[src/hdl/pilc_pkg.sv]
package pilc_pkg;
  // ----------------------------------------
  // Pin count and indicator function codes
  // ----------------------------------------
  localparam int PILC_PINS = 3;
  localparam logic [2:0] PILC_FUN_LINK_ACT = 3'h0;
  localparam logic [2:0] PILC_FUN_FAST_ACT = 3'h1;
  localparam logic [2:0] PILC_FUN_ACT_A = 3'h2;
  localparam logic [2:0] PILC_FUN_ACT_B = 3'h3;
  localparam logic [2:0] PILC_FUN_SPLIT = 3'h4;
  // ----------------------------------------
  // Reset values
  // ----------------------------------------
  localparam logic [2:0] PILC_DIR_RST = 3'h0;
  localparam logic [2:0] PILC_IRQ_EN_RST = 3'h0;
  localparam logic [2:0] PILC_POL_RST = 3'h0;
  // ----------------------------------------
  // Timing
  // ----------------------------------------
  localparam longint PILC_CLK_HZ = 50000000;
  localparam longint PILC_PULSE_MS = 80;
  localparam longint PILC_PULSE_CYC = (PILC_CLK_HZ * PILC_PULSE_MS) / 1000;
  localparam longint PILC_IRQ_MIN_NS = 40;
  localparam longint PILC_CLK_NS = 20;
  // Least time rounds up
  localparam longint PILC_IRQ_MIN_CYC = (PILC_IRQ_MIN_NS + PILC_CLK_NS - 1) / PILC_CLK_NS;
  localparam int PILC_CNT_W = 24;
endpackage

[src/hdl/pilc_pulse.sv]
`timescale 1ns/1ps
`default_nettype none
// ----------------------------------------
// Stretched pulse: on for a period, then a blank period
// ----------------------------------------
module pilc_pulse
  import pilc_pkg::*;
#(
  parameter int CNT_W = PILC_CNT_W,
  parameter logic [CNT_W-1:0] PERIOD = CNT_W'(PILC_PULSE_CYC)
) (
  input wire logic clk_in,
  input wire logic rst_in,
  input wire logic trig_in,
  output logic pulse_out
);
  typedef enum logic [1:0] {PILC_IDLE, PILC_ON, PILC_BLANK} pilc_pulse_type;
  pilc_pulse_type state_q, state_d;
  logic [CNT_W-1:0] cnt_q, cnt_d;
  wire logic cnt_done = (cnt_q == PERIOD - 1'b1);

  // On-period then a minimum blank before next trigger
  always_comb begin
    state_d = state_q;
    cnt_d = cnt_q + 1'b1;
    case (state_q)
      PILC_IDLE: begin
        cnt_d = '0;
        if (trig_in) begin
          state_d = PILC_ON;
        end
      end
      PILC_ON: begin
        if (cnt_done) begin
          state_d = PILC_BLANK;
          cnt_d = '0;
        end
      end
      PILC_BLANK: begin
        if (cnt_done) begin
          state_d = PILC_IDLE;
          cnt_d = '0;
        end
      end
      default: begin
        state_d = PILC_IDLE;
        cnt_d = '0;
      end
    endcase
  end

  always_ff @(posedge clk_in or posedge rst_in) begin
    if (rst_in) begin
      state_q <= PILC_IDLE;
      cnt_q <= '0;
    end else begin
      state_q <= state_d;
      cnt_q <= cnt_d;
    end
  end

  assign pulse_out = (state_q == PILC_ON);
endmodule
`default_nettype wire

[src/hdl/pilc_top.sv]
`timescale 1ns/1ps
`default_nettype none
module pilc_top
  import pilc_pkg::*;
#(
  parameter logic [PILC_CNT_W-1:0] PULSE_CYC = PILC_CNT_W'(PILC_PULSE_CYC)
) (
  input wire logic clk_in,
  input wire logic rst_in,
  input wire logic [2:0] pin_direction_bits_in,
  input wire logic [2:0] pin_data_bits_in,
  input wire logic [2:0] pin_buffer_type_bits_in,
  input wire logic [2:0] pin_irq_polarity_bits_in,
  input wire logic [2:0] pin_irq_enable_in,
  input wire logic [2:0] pin_irq_clear_in,
  input wire logic cfg_write_in,
  input wire logic [2:0] indicator_select_mask_in,
  input wire logic [2:0] indicator_function_code_in,
  input wire logic indicator_cfg_write_in,
  input wire logic [2:0] indicator_select_straps_in,
  input wire logic [2:0] indicator_function_straps_in,
  input wire logic [2:0] indicator_polarity_straps_in,
  input wire logic indicator_global_disable_in,
  input wire logic [2:0] indicator_push_pull_in,
  input wire logic link_up_in,
  input wire logic fast_speed_in,
  input wire logic full_duplex_in,
  input wire logic activity_in,
  input wire logic collision_in,
  input wire logic [2:0] pin_level_in,
  output logic [2:0] pin_out,
  output logic [2:0] pin_oe_n_out,
  output logic [2:0] pin_input_buf_en_out,
  output logic [2:0] pin_pullup_en_out,
  output logic [2:0] pin_read_data_out,
  output logic [2:0] pin_irq_status_out,
  output logic pin_event_irq_out
);
  // ----------------------------------------
  // Configuration registers
  // ----------------------------------------
  logic [2:0] dir_q, data_q, buf_q, pol_q, ien_q;
  logic [2:0] sel_q, fun_q, strap_pol_q;
  logic strap_done_q;

  // Config reset constant; straps captured on first clocked edge
  always_ff @(posedge clk_in or posedge rst_in) begin
    if (rst_in) begin
      dir_q <= PILC_DIR_RST;
      ien_q <= PILC_IRQ_EN_RST;
      pol_q <= PILC_POL_RST;
      data_q <= '0;
      buf_q <= '0;
    end else if (cfg_write_in) begin
      dir_q <= pin_direction_bits_in;
      ien_q <= pin_irq_enable_in;
      pol_q <= pin_irq_polarity_bits_in;
      data_q <= pin_data_bits_in;
      buf_q <= pin_buffer_type_bits_in;
    end
  end

  // Straps are caught after release, never in the async branch
  always_ff @(posedge clk_in or posedge rst_in) begin
    if (rst_in) begin
      strap_done_q <= 1'b0;
      sel_q <= '0;
      fun_q <= '0;
      strap_pol_q <= '0;
    end else if (!strap_done_q) begin
      strap_done_q <= 1'b1;
      sel_q <= indicator_select_straps_in;
      fun_q <= indicator_function_straps_in;
      strap_pol_q <= indicator_polarity_straps_in;
    end else if (indicator_cfg_write_in) begin
      sel_q <= indicator_select_mask_in;
      fun_q <= indicator_function_code_in;
    end
  end

  // ----------------------------------------
  // Input synchronisers
  // ----------------------------------------
  logic [2:0] pin_m_q, pin_s_q;
  logic [4:0] st_m_q, st_s_q;
  always_ff @(posedge clk_in or posedge rst_in) begin
    if (rst_in) begin
      // Pulled-up idle level, so no false low-level hit after reset
      pin_m_q <= 3'h7;
      pin_s_q <= 3'h7;
      st_m_q <= '0;
      st_s_q <= '0;
    end else begin
      pin_m_q <= pin_level_in;
      pin_s_q <= pin_m_q;
      st_m_q <= {link_up_in, fast_speed_in, full_duplex_in, activity_in, collision_in};
      st_s_q <= st_m_q;
    end
  end
  wire logic link_w = st_s_q[4];
  wire logic fast_w = st_s_q[3];
  wire logic fdx_w = st_s_q[2];
  wire logic act_w = st_s_q[1];
  wire logic col_w = st_s_q[0];

  // ----------------------------------------
  // Pin interrupts
  // ----------------------------------------
  // Level must hold two consecutive samples (PILC_IRQ_MIN_CYC); filters glitches under 40 ns
  logic [2:0] hit_q, sts_q;
  wire logic [2:0] gpio_in_w = ~dir_q & ~sel_q;
  wire logic [2:0] lvl_hit_w = gpio_in_w & ~(pin_s_q ^ pol_q);
  wire logic [2:0] qual_w = lvl_hit_w & hit_q;
  wire logic [2:0] sts_d = qual_w | (sts_q & ~pin_irq_clear_in);
  always_ff @(posedge clk_in or posedge rst_in) begin
    if (rst_in) begin
      hit_q <= '0;
      sts_q <= '0;
      pin_event_irq_out <= 1'b0;
    end else begin
      hit_q <= lvl_hit_w;
      sts_q <= sts_d; // set wins over clear
      pin_event_irq_out <= |(sts_d & ien_q);
    end
  end
  assign pin_irq_status_out = sts_q;

  // ----------------------------------------
  // Indicator timing
  // ----------------------------------------
  logic act_pulse_w, col_pulse_w;
  pilc_pulse #(.CNT_W(PILC_CNT_W), .PERIOD(PULSE_CYC)) u_act_pulse (
    .clk_in(clk_in),
    .rst_in(rst_in),
    .trig_in(act_w & link_w),
    .pulse_out(act_pulse_w)
  );
  pilc_pulse #(.CNT_W(PILC_CNT_W), .PERIOD(PULSE_CYC)) u_col_pulse (
    .clk_in(clk_in),
    .rst_in(rst_in),
    .trig_in(col_w & link_w & ~fdx_w),
    .pulse_out(col_pulse_w)
  );

  // Indicator function values (1 = active)
  wire logic f_act = link_w & act_pulse_w;
  wire logic f_link = link_w;
  wire logic f_link_act = link_w & ~act_pulse_w;
  wire logic f_fast_link = link_w & fast_w;
  wire logic f_slow_link = link_w & ~fast_w;
  wire logic f_fast_act = f_fast_link & ~act_pulse_w;
  wire logic f_slow_act = f_slow_link & ~act_pulse_w;
  wire logic f_dpx = link_w & (fdx_w | col_pulse_w);
  wire logic f_speed = link_w & fast_w;

  // Function code mapping; pin 0 for codes 0-3 uses slow link/act and speed
  logic [2:0] ind_on;
  always_comb begin
    ind_on = '0;
    case (fun_q)
      PILC_FUN_LINK_ACT: ind_on = {f_link_act, f_dpx, f_slow_act};
      PILC_FUN_FAST_ACT: ind_on = {f_fast_act, f_dpx, f_speed};
      PILC_FUN_ACT_A: ind_on = {f_act, f_link, f_slow_act};
      PILC_FUN_ACT_B: ind_on = {f_act, f_link, f_speed};
      PILC_FUN_SPLIT: ind_on = {f_act, f_slow_link, f_fast_link};
      default: ind_on = '0; // Reserved codes stay inactive
    endcase
  end

  // ----------------------------------------
  // Pin drivers
  // ----------------------------------------
  // Active level is opposite of hard strap
  wire logic [2:0] ind_act_w = ind_on & {3{~indicator_global_disable_in}};
  wire logic [2:0] ind_val_w = ~strap_pol_q;
  // Push-pull inactive drives strap level; open-drain floats
  wire logic [2:0] ind_drv_w = ind_act_w | indicator_push_pull_in;
  // Inactive level is the strap level, the lamp's off state
  wire logic [2:0] ind_lvl_w = (ind_act_w & ind_val_w) | (~ind_act_w & strap_pol_q);
  wire logic [2:0] gp_drv_w = dir_q & (~buf_q | ~data_q);
  wire logic [2:0] drv_d = (sel_q & ind_drv_w) | (~sel_q & gp_drv_w);
  wire logic [2:0] lvl_d = (sel_q & ind_lvl_w) | (~sel_q & data_q);

  always_ff @(posedge clk_in or posedge rst_in) begin
    if (rst_in) begin
      pin_out <= '0;
      pin_oe_n_out <= 3'h7;
      pin_input_buf_en_out <= 3'h7;
      pin_pullup_en_out <= 3'h7;
      pin_read_data_out <= '0;
    end else begin
      pin_out <= lvl_d;
      pin_oe_n_out <= ~drv_d;
      pin_input_buf_en_out <= ~dir_q & ~sel_q;
      pin_pullup_en_out <= ~sel_q;
      pin_read_data_out <= (dir_q & data_q) | (~dir_q & pin_s_q);
    end
  end

  // ----------------------------------------
  // Checks
  // ----------------------------------------
  chk_reset_dir_clear: assert property (@(posedge clk_in)
    $fell(rst_in) |-> dir_q == '0 && ien_q == '0 && pol_q == '0)
    else $error("config not cleared by reset");
  chk_opendrain_float: assert property (@(posedge clk_in) disable iff (rst_in)
    (cfg_write_in && !sel_q[0] && pin_direction_bits_in[0] && pin_buffer_type_bits_in[0] && pin_data_bits_in[0])
    |=> ##1 pin_oe_n_out[0])
    else $error("open-drain high drove pin");
  chk_opendrain_low: assert property (@(posedge clk_in) disable iff (rst_in)
    (!sel_q[0] && dir_q[0] && buf_q[0] && !data_q[0]) |=> !pin_oe_n_out[0] && !pin_out[0])
    else $error("open-drain low not driven");
  chk_pushpull_level: assert property (@(posedge clk_in) disable iff (rst_in)
    (!sel_q[1] && dir_q[1] && !buf_q[1]) |=> !pin_oe_n_out[1] && pin_out[1] == $past(data_q[1]))
    else $error("push-pull level wrong");
  chk_input_readback: assert property (@(posedge clk_in) disable iff (rst_in)
    !dir_q[1] |=> pin_read_data_out[1] == $past(pin_s_q[1]))
    else $error("input read data wrong");
  chk_inbuf_off_out: assert property (@(posedge clk_in) disable iff (rst_in)
    dir_q[2] |=> !pin_input_buf_en_out[2])
    else $error("input buffer on for output");
  chk_buftype_input: assert property (@(posedge clk_in) disable iff (rst_in)
    (!dir_q[1] && !sel_q[1]) |=> pin_oe_n_out[1])
    else $error("input pin driven");
  // Status stays until cleared; a clear with no new hit empties it
  chk_status_sticky: assert property (@(posedge clk_in) disable iff (rst_in)
    (sts_q[1] && !pin_irq_clear_in[1]) |=> sts_q[1])
    else $error("status lost without clear");
  chk_status_clear: assert property (@(posedge clk_in) disable iff (rst_in)
    (pin_irq_clear_in[0] && !qual_w[0]) |=> !sts_q[0])
    else $error("status not cleared");
  chk_irq_combine: assert property (@(posedge clk_in) disable iff (rst_in)
    pin_event_irq_out == |(sts_q & $past(ien_q)))
    else $error("combined request wrong");
  chk_irq_min_width: assert property (@(posedge clk_in) disable iff (rst_in)
    $rose(sts_q[0]) |-> $past(lvl_hit_w[0], 1) && $past(lvl_hit_w[0], 2))
    else $error("status set by short level");
  chk_polarity_high: assert property (@(posedge clk_in) disable iff (rst_in)
    (gpio_in_w[1] && pol_q[1] && pin_s_q[1] && hit_q[1]) |=> sts_q[1])
    else $error("high level did not set status");
  // ----------------------------------------
  // Indicator checks
  // ----------------------------------------
  chk_ind_pullup_off: assert property (@(posedge clk_in) disable iff (rst_in)
    sel_q[2] |=> !pin_pullup_en_out[2] && !pin_input_buf_en_out[2])
    else $error("indicator pull-up or buffer on");
  chk_strap_capture: assert property (@(posedge clk_in) disable iff (rst_in)
    $rose(strap_done_q) |-> sel_q == $past(indicator_select_straps_in)
      && fun_q == $past(indicator_function_straps_in))
    else $error("straps not loaded");
  chk_ind_disable: assert property (@(posedge clk_in) disable iff (rst_in)
    (indicator_global_disable_in && sel_q[0] && !indicator_push_pull_in[0]) |=> pin_oe_n_out[0])
    else $error("disabled indicator driven");
  chk_reserved_code: assert property (@(posedge clk_in) disable iff (rst_in)
    (fun_q > PILC_FUN_SPLIT) |-> ind_on == '0)
    else $error("reserved code active");
  // Active level must be the inverse of the hard strap
  chk_ind_active_level: assert property (@(posedge clk_in) disable iff (rst_in)
    (sel_q[2] && ind_act_w[2]) |=> !pin_oe_n_out[2] && pin_out[2] == !$past(strap_pol_q[2]))
    else $error("indicator active level wrong");
  chk_ind_idle_float: assert property (@(posedge clk_in) disable iff (rst_in)
    (sel_q[2] && !ind_act_w[2] && !indicator_push_pull_in[2]) |=> pin_oe_n_out[2])
    else $error("inactive indicator driven");
  chk_nolink_quiet: assert property (@(posedge clk_in) disable iff (rst_in)
    !link_w |-> !f_act && !f_link_act && !f_dpx && !f_speed)
    else $error("indicator function active without link");
  chk_link_steady: assert property (@(posedge clk_in) disable iff (rst_in)
    (fun_q == PILC_FUN_ACT_A && !link_w) |-> ind_on == '0)
    else $error("indicator active without link");
  chk_speed_level: assert property (@(posedge clk_in) disable iff (rst_in)
    (fun_q == PILC_FUN_ACT_B) |-> ind_on[0] == (link_w && fast_w))
    else $error("speed indicator wrong");
  // Main scenarios worth seeing at least once
  cov_irq_fire: cover property (@(posedge clk_in) disable iff (rst_in) $rose(pin_event_irq_out));
  cov_act_pulse: cover property (@(posedge clk_in) disable iff (rst_in) $rose(act_pulse_w));
  cov_col_pulse: cover property (@(posedge clk_in) disable iff (rst_in) $rose(col_pulse_w));
  cov_ind_disabled: cover property (@(posedge clk_in) disable iff (rst_in) indicator_global_disable_in && |sel_q);
endmodule
`default_nettype wire

[config.mk]
export PLATFORM = sky130hd
export DESIGN_NAME = pilc_top
export DESIGN_NICKNAME = d
export VERILOG_FILES = /design/src/hdl/pilc_pkg.sv /design/src/hdl/pilc_pulse.sv /design/src/hdl/pilc_top.sv
export SDC_FILE = /design/constraint.sdc
export NUM_CORES = 1
export LEC_CHECK = 0
export CAP_MARGIN = 20
export CORE_MARGIN = 2
export CORE_UTILIZATION = 50
export DETAILED_ROUTE_END_ITERATION = 16
export DONT_BUFFER_PORTS = 1
export GPL_ROUTABILITY_DRIVEN = 0
export PLACE_DENSITY = 0.73
export SLEW_MARGIN = 20
export SYNTH_ARGS = -nofsm -noshare
export SYNTH_HDL_FRONTEND = slang
export SYNTH_SLANG_ARGS = --single-unit
export TNS_END_PERCENT = 50
[constraint.sdc]
create_clock -name clk_in -period 7 [get_ports clk_in]
set_input_delay 0.7 -clock clk_in [delete_from_list [all_inputs] [get_ports clk_in]]
set_output_delay 0.7 -clock clk_in [all_outputs]
set_load 0.01 [all_outputs]
==> flow_metrics.py, run 1 <==
metrics = {
    "die": {
        "dieArea_um2": 11210,
        "die_h_um": 105.9,
        "initial_core_util_pct": 50.93,
        "die_w_um": 105.9,
        "io_pins": 68,
        "rows": 37,
        "core_um2": 10180,
    },
    "detailed_routing": {
        "drt_wl_total_um": 10220,
        "vias": 3587,
        "avgViaCountPerCell": 5.776,
        "dr.pass1.iters": 4,
        "drtAntennaViolNets": 0,
        "first_iter_violations": 203,
        "drc": 0,
        "routedWlPerCell_um": 16.46,
    },
    "placed_design": {
        "dpl.cell_count": 589,
        "hpwlAfterDp_um": 6945,
        "portBuffers": 0,
    },
    "pwr": {
        "powerDensity_nw_per_um2": 310.8,
        "p_leak_nw": 2.410,
        "peakVddDrop_uv": 127.0,
    },
    "critical_path": {
        "crit_required_ps": 7370,
        "worstSetupPathType": "reg2reg",
        "start_kind": "flop",
        "r2r_slack_ps": 4640,
        "cp_max_fo": 24,
        "slowest_stage": "or4_4",
        "crit_arrival_ps": 2730,
        "worstSetupEndpointType": "flop",
        "crit_family": "simple AND/OR/NAND/NOR gates",
        "path_cells": "or4b_1, or4_4, o21ai_4, nor2_1",
        "max_stage_delay_ps": 580,
        "crit_buf_inv": 0,
    },
    "cells_and_area": {
        "diodes": 0,
        "fin_util_pct": 57.86,
        "fin_cells": 621,
        "nFillCells": 827,
        "multi_input_area_um2": 2125,
        "mostFrequentLayoutCells": "100 x dfrtp_1, 45 x nor2_1, 30 x a21oi_1, 22 x xnor2_1, 22 x mux2_2",
        "finalNetCount": 531,
        "layout_commonest_cell": "dfrtp_1",
        "regArea_um2": 2897,
        "syn2layout_area_growth_pct": 13.60,
        "drive_gt1_share_pct": 16.49,
    },
    "status": {
        "outcome": "completed",
    },
    "grt": {
        "grt_max_degree": 64,
        "grt_pass1_vias": 3501,
        "overflow": 0,
        "antenna_found_initial": 0,
        "groute.usage.overall_pct": 19.80,
        "grt_pass1_wl_um": 17150,
    },
    "sta": {
        "setup_viol": 0,
        "finalHoldViolCount": 0,
        "drv_slew": 0,
        "tightestPinTransition_ps": 767.3,
        "maxSlewHeadroom_pct": 48.84,
        "tns_ps": 0,
        "max_clock_freq_mhz": 423.7,
        "min_period_ps": 2360,
        "fin_crit_sh_pct": 33.72,
        "rsz0062_at_grt": "no",
        "skew_ps": 8.830,
    },
    "logic_synthesis": {
        "synth_cell_types": 52,
        "synth_cells": 469,
        "syn_area_um2": 5187,
        "syn-num-nets": 528,
        "async_flop_share_pct": 100.0,
        "synthFlopType": "dfrtp_1",
        "ys_seq_area_share_pct": 55.84,
        "synth.avg_cell_area_um2": 11.06,
        "yosysWarningCount": 0,
        "synth-edff-count": 0,
        "synth-seq-cells": 115,
    },
    "cts": {
        "clkTransAtPathRegs_ps": 60,
        "numCtsBuffers": 17,
        "cts_max_path_buffers": 2,
        "clk_latency_ps": 520,
        "cts.sinks": 115,
        "cts_root_buffer": "clkbuf_8",
        "cts_setup_buffers": 0,
        "tritoncts": "done",
        "h-tree-depth": 4,
        "post_cts_resized": 0,
        "postCtsHoldBufs": 0,
    },
    "worst_hold_path": {
        "hold_path.class": "in2async",
    },
    "flow_run": {
        "max-cap-violations": 0,
    },
}
## routing by layer
layer / share of wire [%] / up-vias / track usage, %
met5: 0 / - / 0
met4: 2.0 / 0 / 9.680
met3: 4.8 / 16 / 5.504
met2: 49 / 102 / 31.75
met1: 44 / 1769 / 24.71
li1: - / 1700 / -
## power breakdown
| part | internal [W] | switching [W] |
|---|---|---|
| Combinational | 0.0000758 | 0.000117 |
| Sequential | 0.000723 | 0.0000469 |
| Clock | 0.000555 | 0.000314 |
| Total | 0.00135 | 0.000478 |
## sequential cells by signal, indices dropped and copies added, names as in the netlist, 5 cells and up
signal / count
u_col_pulse.cnt_q: 24
st_s_q: 5
st_m_q: 5
u_act_pulse.cnt_q: 24
## final timing paths
check	startpoint	to	cells past startpoint
max	u_col_pulse.cnt_q[12]$_DFF_PP0_	u_col_pulse.cnt_q[16]$_DFF_PP0_	4
min	rst_in	st_m_q[0]$_DFF_PP0_	1
max reg2reg	u_col_pulse.cnt_q[12]$_DFF_PP0_	u_col_pulse.cnt_q[16]$_DFF_PP0_	4
min reg2reg	st_m_q[0]$_DFF_PP0_	st_s_q[0]$_DFF_PP0_	0
max in group asynchronous	rst_in	st_m_q[4]$_DFF_PP0_	2
min in group clk_in	pin_level_in[0]	pin_m_q[0]$_DFF_PP1_	0
## synth_stat cells (15+ instances only)
cell       n  share of area, %
inv_1     21               1.5
dfrtp_1  100                48
a21oi_1   30               2.9
mux2_2    22               4.8
nor2_1    45               3.3
nand4_1   16               1.9
xnor2_1   22               3.7
or4_1     15               2.2
nand2_1   18               1.3
nand3_1   18               1.7
dfstp_2   15               7.6
## area by class of cell
class                      count  area share [%]
clock buffer                  18           7.261
clock inverter                14           3.015
tap                          136           2.887
multi-input combinational    315           36.05
inverter                      21           1.380
sequential                   115           49.15
timing repair buffer           2          0.2548
## per-stage QoR
step           cell area [µm²]   power, W  hold slack [ps]  setup WS [ps]
2_1_floorplan             5187  0.0009376            331.2           3281
3_5_place_dp              5288  0.0009751            337.1           4644
6_report                  5893   0.001832            133.4           4640
3_3_place_gp              5288  0.0009645            332.4           4712
4_1_cts                   5893   0.001849            149.5           4641
5_1_grt                   5893   0.001913            148.7           4507
## kinds of logic (layout without fill, tap and decap cells)
logic type | after synthesis | in the layout | synth area share (%)
AOI/OAI and AO/OA | 73 | 73 | 9.142
xor gates and xnor gates | 31 | 31 | 5.234
adders and majority gates | 10 | 10 | 2.412
buffers and inverters | 39 | 55 | 3.304
DFF | 115 | 115 | 55.84
muxes | 28 | 28 | 5.934
other | 1 | 1 | 0.07229
and+or+nand+nor | 172 | 172 | 18.07
Power figures use the tool's default switching activity.
==> inputs of run 2 (changes only) <==
==> constraint.sdc (replaced) <==
create_clock -name clk_in -period 2.5 [get_ports clk_in]
set_input_delay 0.25 -clock clk_in [delete_from_list [all_inputs] [get_ports clk_in]]
set_output_delay 0.25 -clock clk_in [all_outputs]
set_load 0.01 [all_outputs]
==> flow_metrics.py, run 2 (synthesis gave the netlist of run 1 again) <==
metrics = {
    "pwr": {
        "seqPwrFrac_pct": 41.3,
        "p_int_w": 0.003867,
        "peakVddDrop_uv": 428.8,
        "total_switching_power_w": 0.001356,
        "power_frac_clock_pct": 45.4,
        "p_leak_nw": 2.667,
        "powerDensity_nw_per_um2": 801.0,
        "comb_power_share_pct": 13.3,
        "swShare_pct": 25.96,
    },
    "grt": {
        "antenna_found_initial": 0,
        "grt_max_degree": 93,
        "overflow": 0,
        "groute.usage.overall_pct": 21.76,
        "grt_pass1_vias": 3905,
        "grt_pass1_wl_um": 19140,
    },
    "die": {
        "core_um2": 10180,
        "rows": 37,
        "die_w_um": 105.9,
        "dieArea_um2": 11210,
        "die_h_um": 105.9,
        "io_pins": 68,
        "initial_core_util_pct": 50.93,
    },
    "cells_and_area": {
        "mostFrequentLayoutCells": "100 x dfrtp_1, 60 x dlygate4sd3_1, 45 x nor2_1, 30 x a21oi_1",
        "drive_gt1_share_pct": 14.78,
        "diodes": 0,
        "layout_commonest_cell": "dfrtp_1",
        "nFillCells": 751,
        "fin_util_pct": 64.02,
        "syn2layout_area_growth_pct": 25.69,
        "reg.largest.list": "u_act_pulse.cnt_q: 24 flops, u_col_pulse.cnt_q: 24 flops",
        "finalNetCount": 594,
    },
    "critical_path": {
        "rr_endpoint": "u_col_pulse.cnt_q[21]$_DFF_PP0_",
        "crit_arrival_ps": 2620,
        "cp_max_fo": 12,
        "max_stage_delay_ps": 740,
        "start_kind": "flop",
        "startpoint": "u_col_pulse.cnt_q[6]$_DFF_PP0_",
        "reg2regPathDepth": 4,
        "regToRegStartpoint": "u_col_pulse.cnt_q[6]$_DFF_PP0_",
        "slowest_stage": "or4_1",
        "worstSetupEndpointType": "flop",
        "r2r_slack_ps": 320,
        "path_cells": "nand4_1, or4_1, or4_1, a21oi_1",
        "crit_required_ps": 2940,
        "worstSetupPathType": "reg2reg",
        "crit_path_end": "u_col_pulse.cnt_q[21]$_DFF_PP0_",
        "path_common_cell": "or4_1",
    },
    "cts": {
        "numCtsBuffers": 17,
        "cts_root_buffer": "clkbuf_8",
        "clkTransAtPathRegs_ps": 60,
        "h-tree-depth": 4,
        "post_cts_resized": 0,
        "cts_max_path_buffers": 2,
        "clk_latency_ps": 520,
        "cts_setup_buffers": 0,
        "tritoncts": "done",
        "postCtsHoldBufs": 60,
        "cts.sinks": 115,
    },
    "detailed_routing": {
        "vias": 3854,
        "met3_length_um": 621,
        "drc": 0,
        "wirelength_met1_um": 4813,
        "avgViaCountPerCell": 5.635,
        "drtAntennaViolNets": 0,
        "drt_wl_total_um": 11210,
        "routedWlPerCell_um": 16.39,
        "maxUsedRoutingLayer": "met4",
        "dr.pass1.iters": 4,
        "first_iter_violations": 353,
        "wl_met2_um": 5689,
    },
    "sta": {
        "min_period_ps": 2182,
        "drv_slew": 0,
        "tightestPinTransition_ps": 517.0,
        "max_clock_freq_mhz": 458.3,
        "finalHoldViolCount": 0,
        "rsz0062_at_grt": "no",
        "maxSlewHeadroom_pct": 64.64,
        "tns_ps": 0,
        "fin_crit_sh_pct": 87.28,
        "setup_viol": 0,
        "skew_ps": 6.396,
    },
    "status": {
        "outcome": "completed",
    },
    "flow_run": {
        "max-cap-violations": 0,
    },
    "placed_design": {
        "hpwlAfterDp_um": 6903,
        "portBuffers": 0,
    },
    "worst_hold_path": {
        "min_from": "indicator_global_disable_in",
        "hold_path.class": "in2reg",
    },
}
-- run 2: area by class of cell --
| type | instances | area (µm²) | area share (%) |
|---|---|---|---|
| sequential | 115 | 2897 | 44.43 |
| tap | 136 | 170.2 | 2.610 |
| multi-input combinational | 315 | 2125 | 32.58 |
| inverter | 21 | 82.58 | 1.267 |
| timing repair buffer | 65 | 663.1 | 10.17 |
| clock buffer | 19 | 421.7 | 6.467 |
| clock inverter | 13 | 161.4 | 2.476 |
-- run 2: stage by stage --
step | setup slack, ps | cells | hold WS (ps) | area (µm²) | power [W]
after detailed placement | 348.6 | 592 | 189.4 | 5336 | 0.002774
after global routing | 160.4 | 684 | 258.0 | 6520 | 0.005466
after CTS | 348.1 | 684 | 197.0 | 6520 | 0.005266
final | 318.1 | 684 | 239.2 | 6520 | 0.005222
after floorplan | 439.7 | 469 | 254.5 | 5191 | 0.002626
after global placement | 421.8 | 592 | 174.6 | 5336 | 0.002742
-- run 2: critical path, delay by kind of cell (launching register included) --
| kind | cells | cell delay, ps |
|---|---|---|
| simple gates | 3 | 1530 |
| compound gates | 1 | 160 |
| flops | 1 | 420 |
-- run 2: power by group through the flow --
stage,Combinational (W),Clock [W],Sequential (W)
floorplan,0.000477,0,0.00215
global route,0.000782,0.00251,0.00218
detailed placement,0.000590,0,0.00218
finish,0.000694,0.00237,0.00216
global placement,0.000565,0,0.00218
CTS,0.000693,0.00242,0.00216
-- run 2: worst min path at each step --
stage | depth (start not counted) | endpoint | slack (ps)
after global routing | 1 | pin_m_q[0]$_DFF_PP1_ | 260
final | 3 | pin_oe_n_out[0]$_DFF_PP1_ | 240
after CTS | 3 | pin_oe_n_out[0]$_DFF_PP1_ | 200
after floorplan | 0 | pin_m_q[0]$_DFF_PP1_ | 250
after detailed placement | 1 | u_col_pulse.cnt_q[3]$_DFF_PP0_ | 190
after global placement | 1 | u_col_pulse.cnt_q[3]$_DFF_PP0_ | 170
-- run 2: layer usage --
layer / up-vias / track usage (%)
li1: 1810 / -
met1: 1924 / 27.83
met2: 112 / 36.04
met3: 8 / 5.937
met4: 0 / 7.049
met5: - / 0
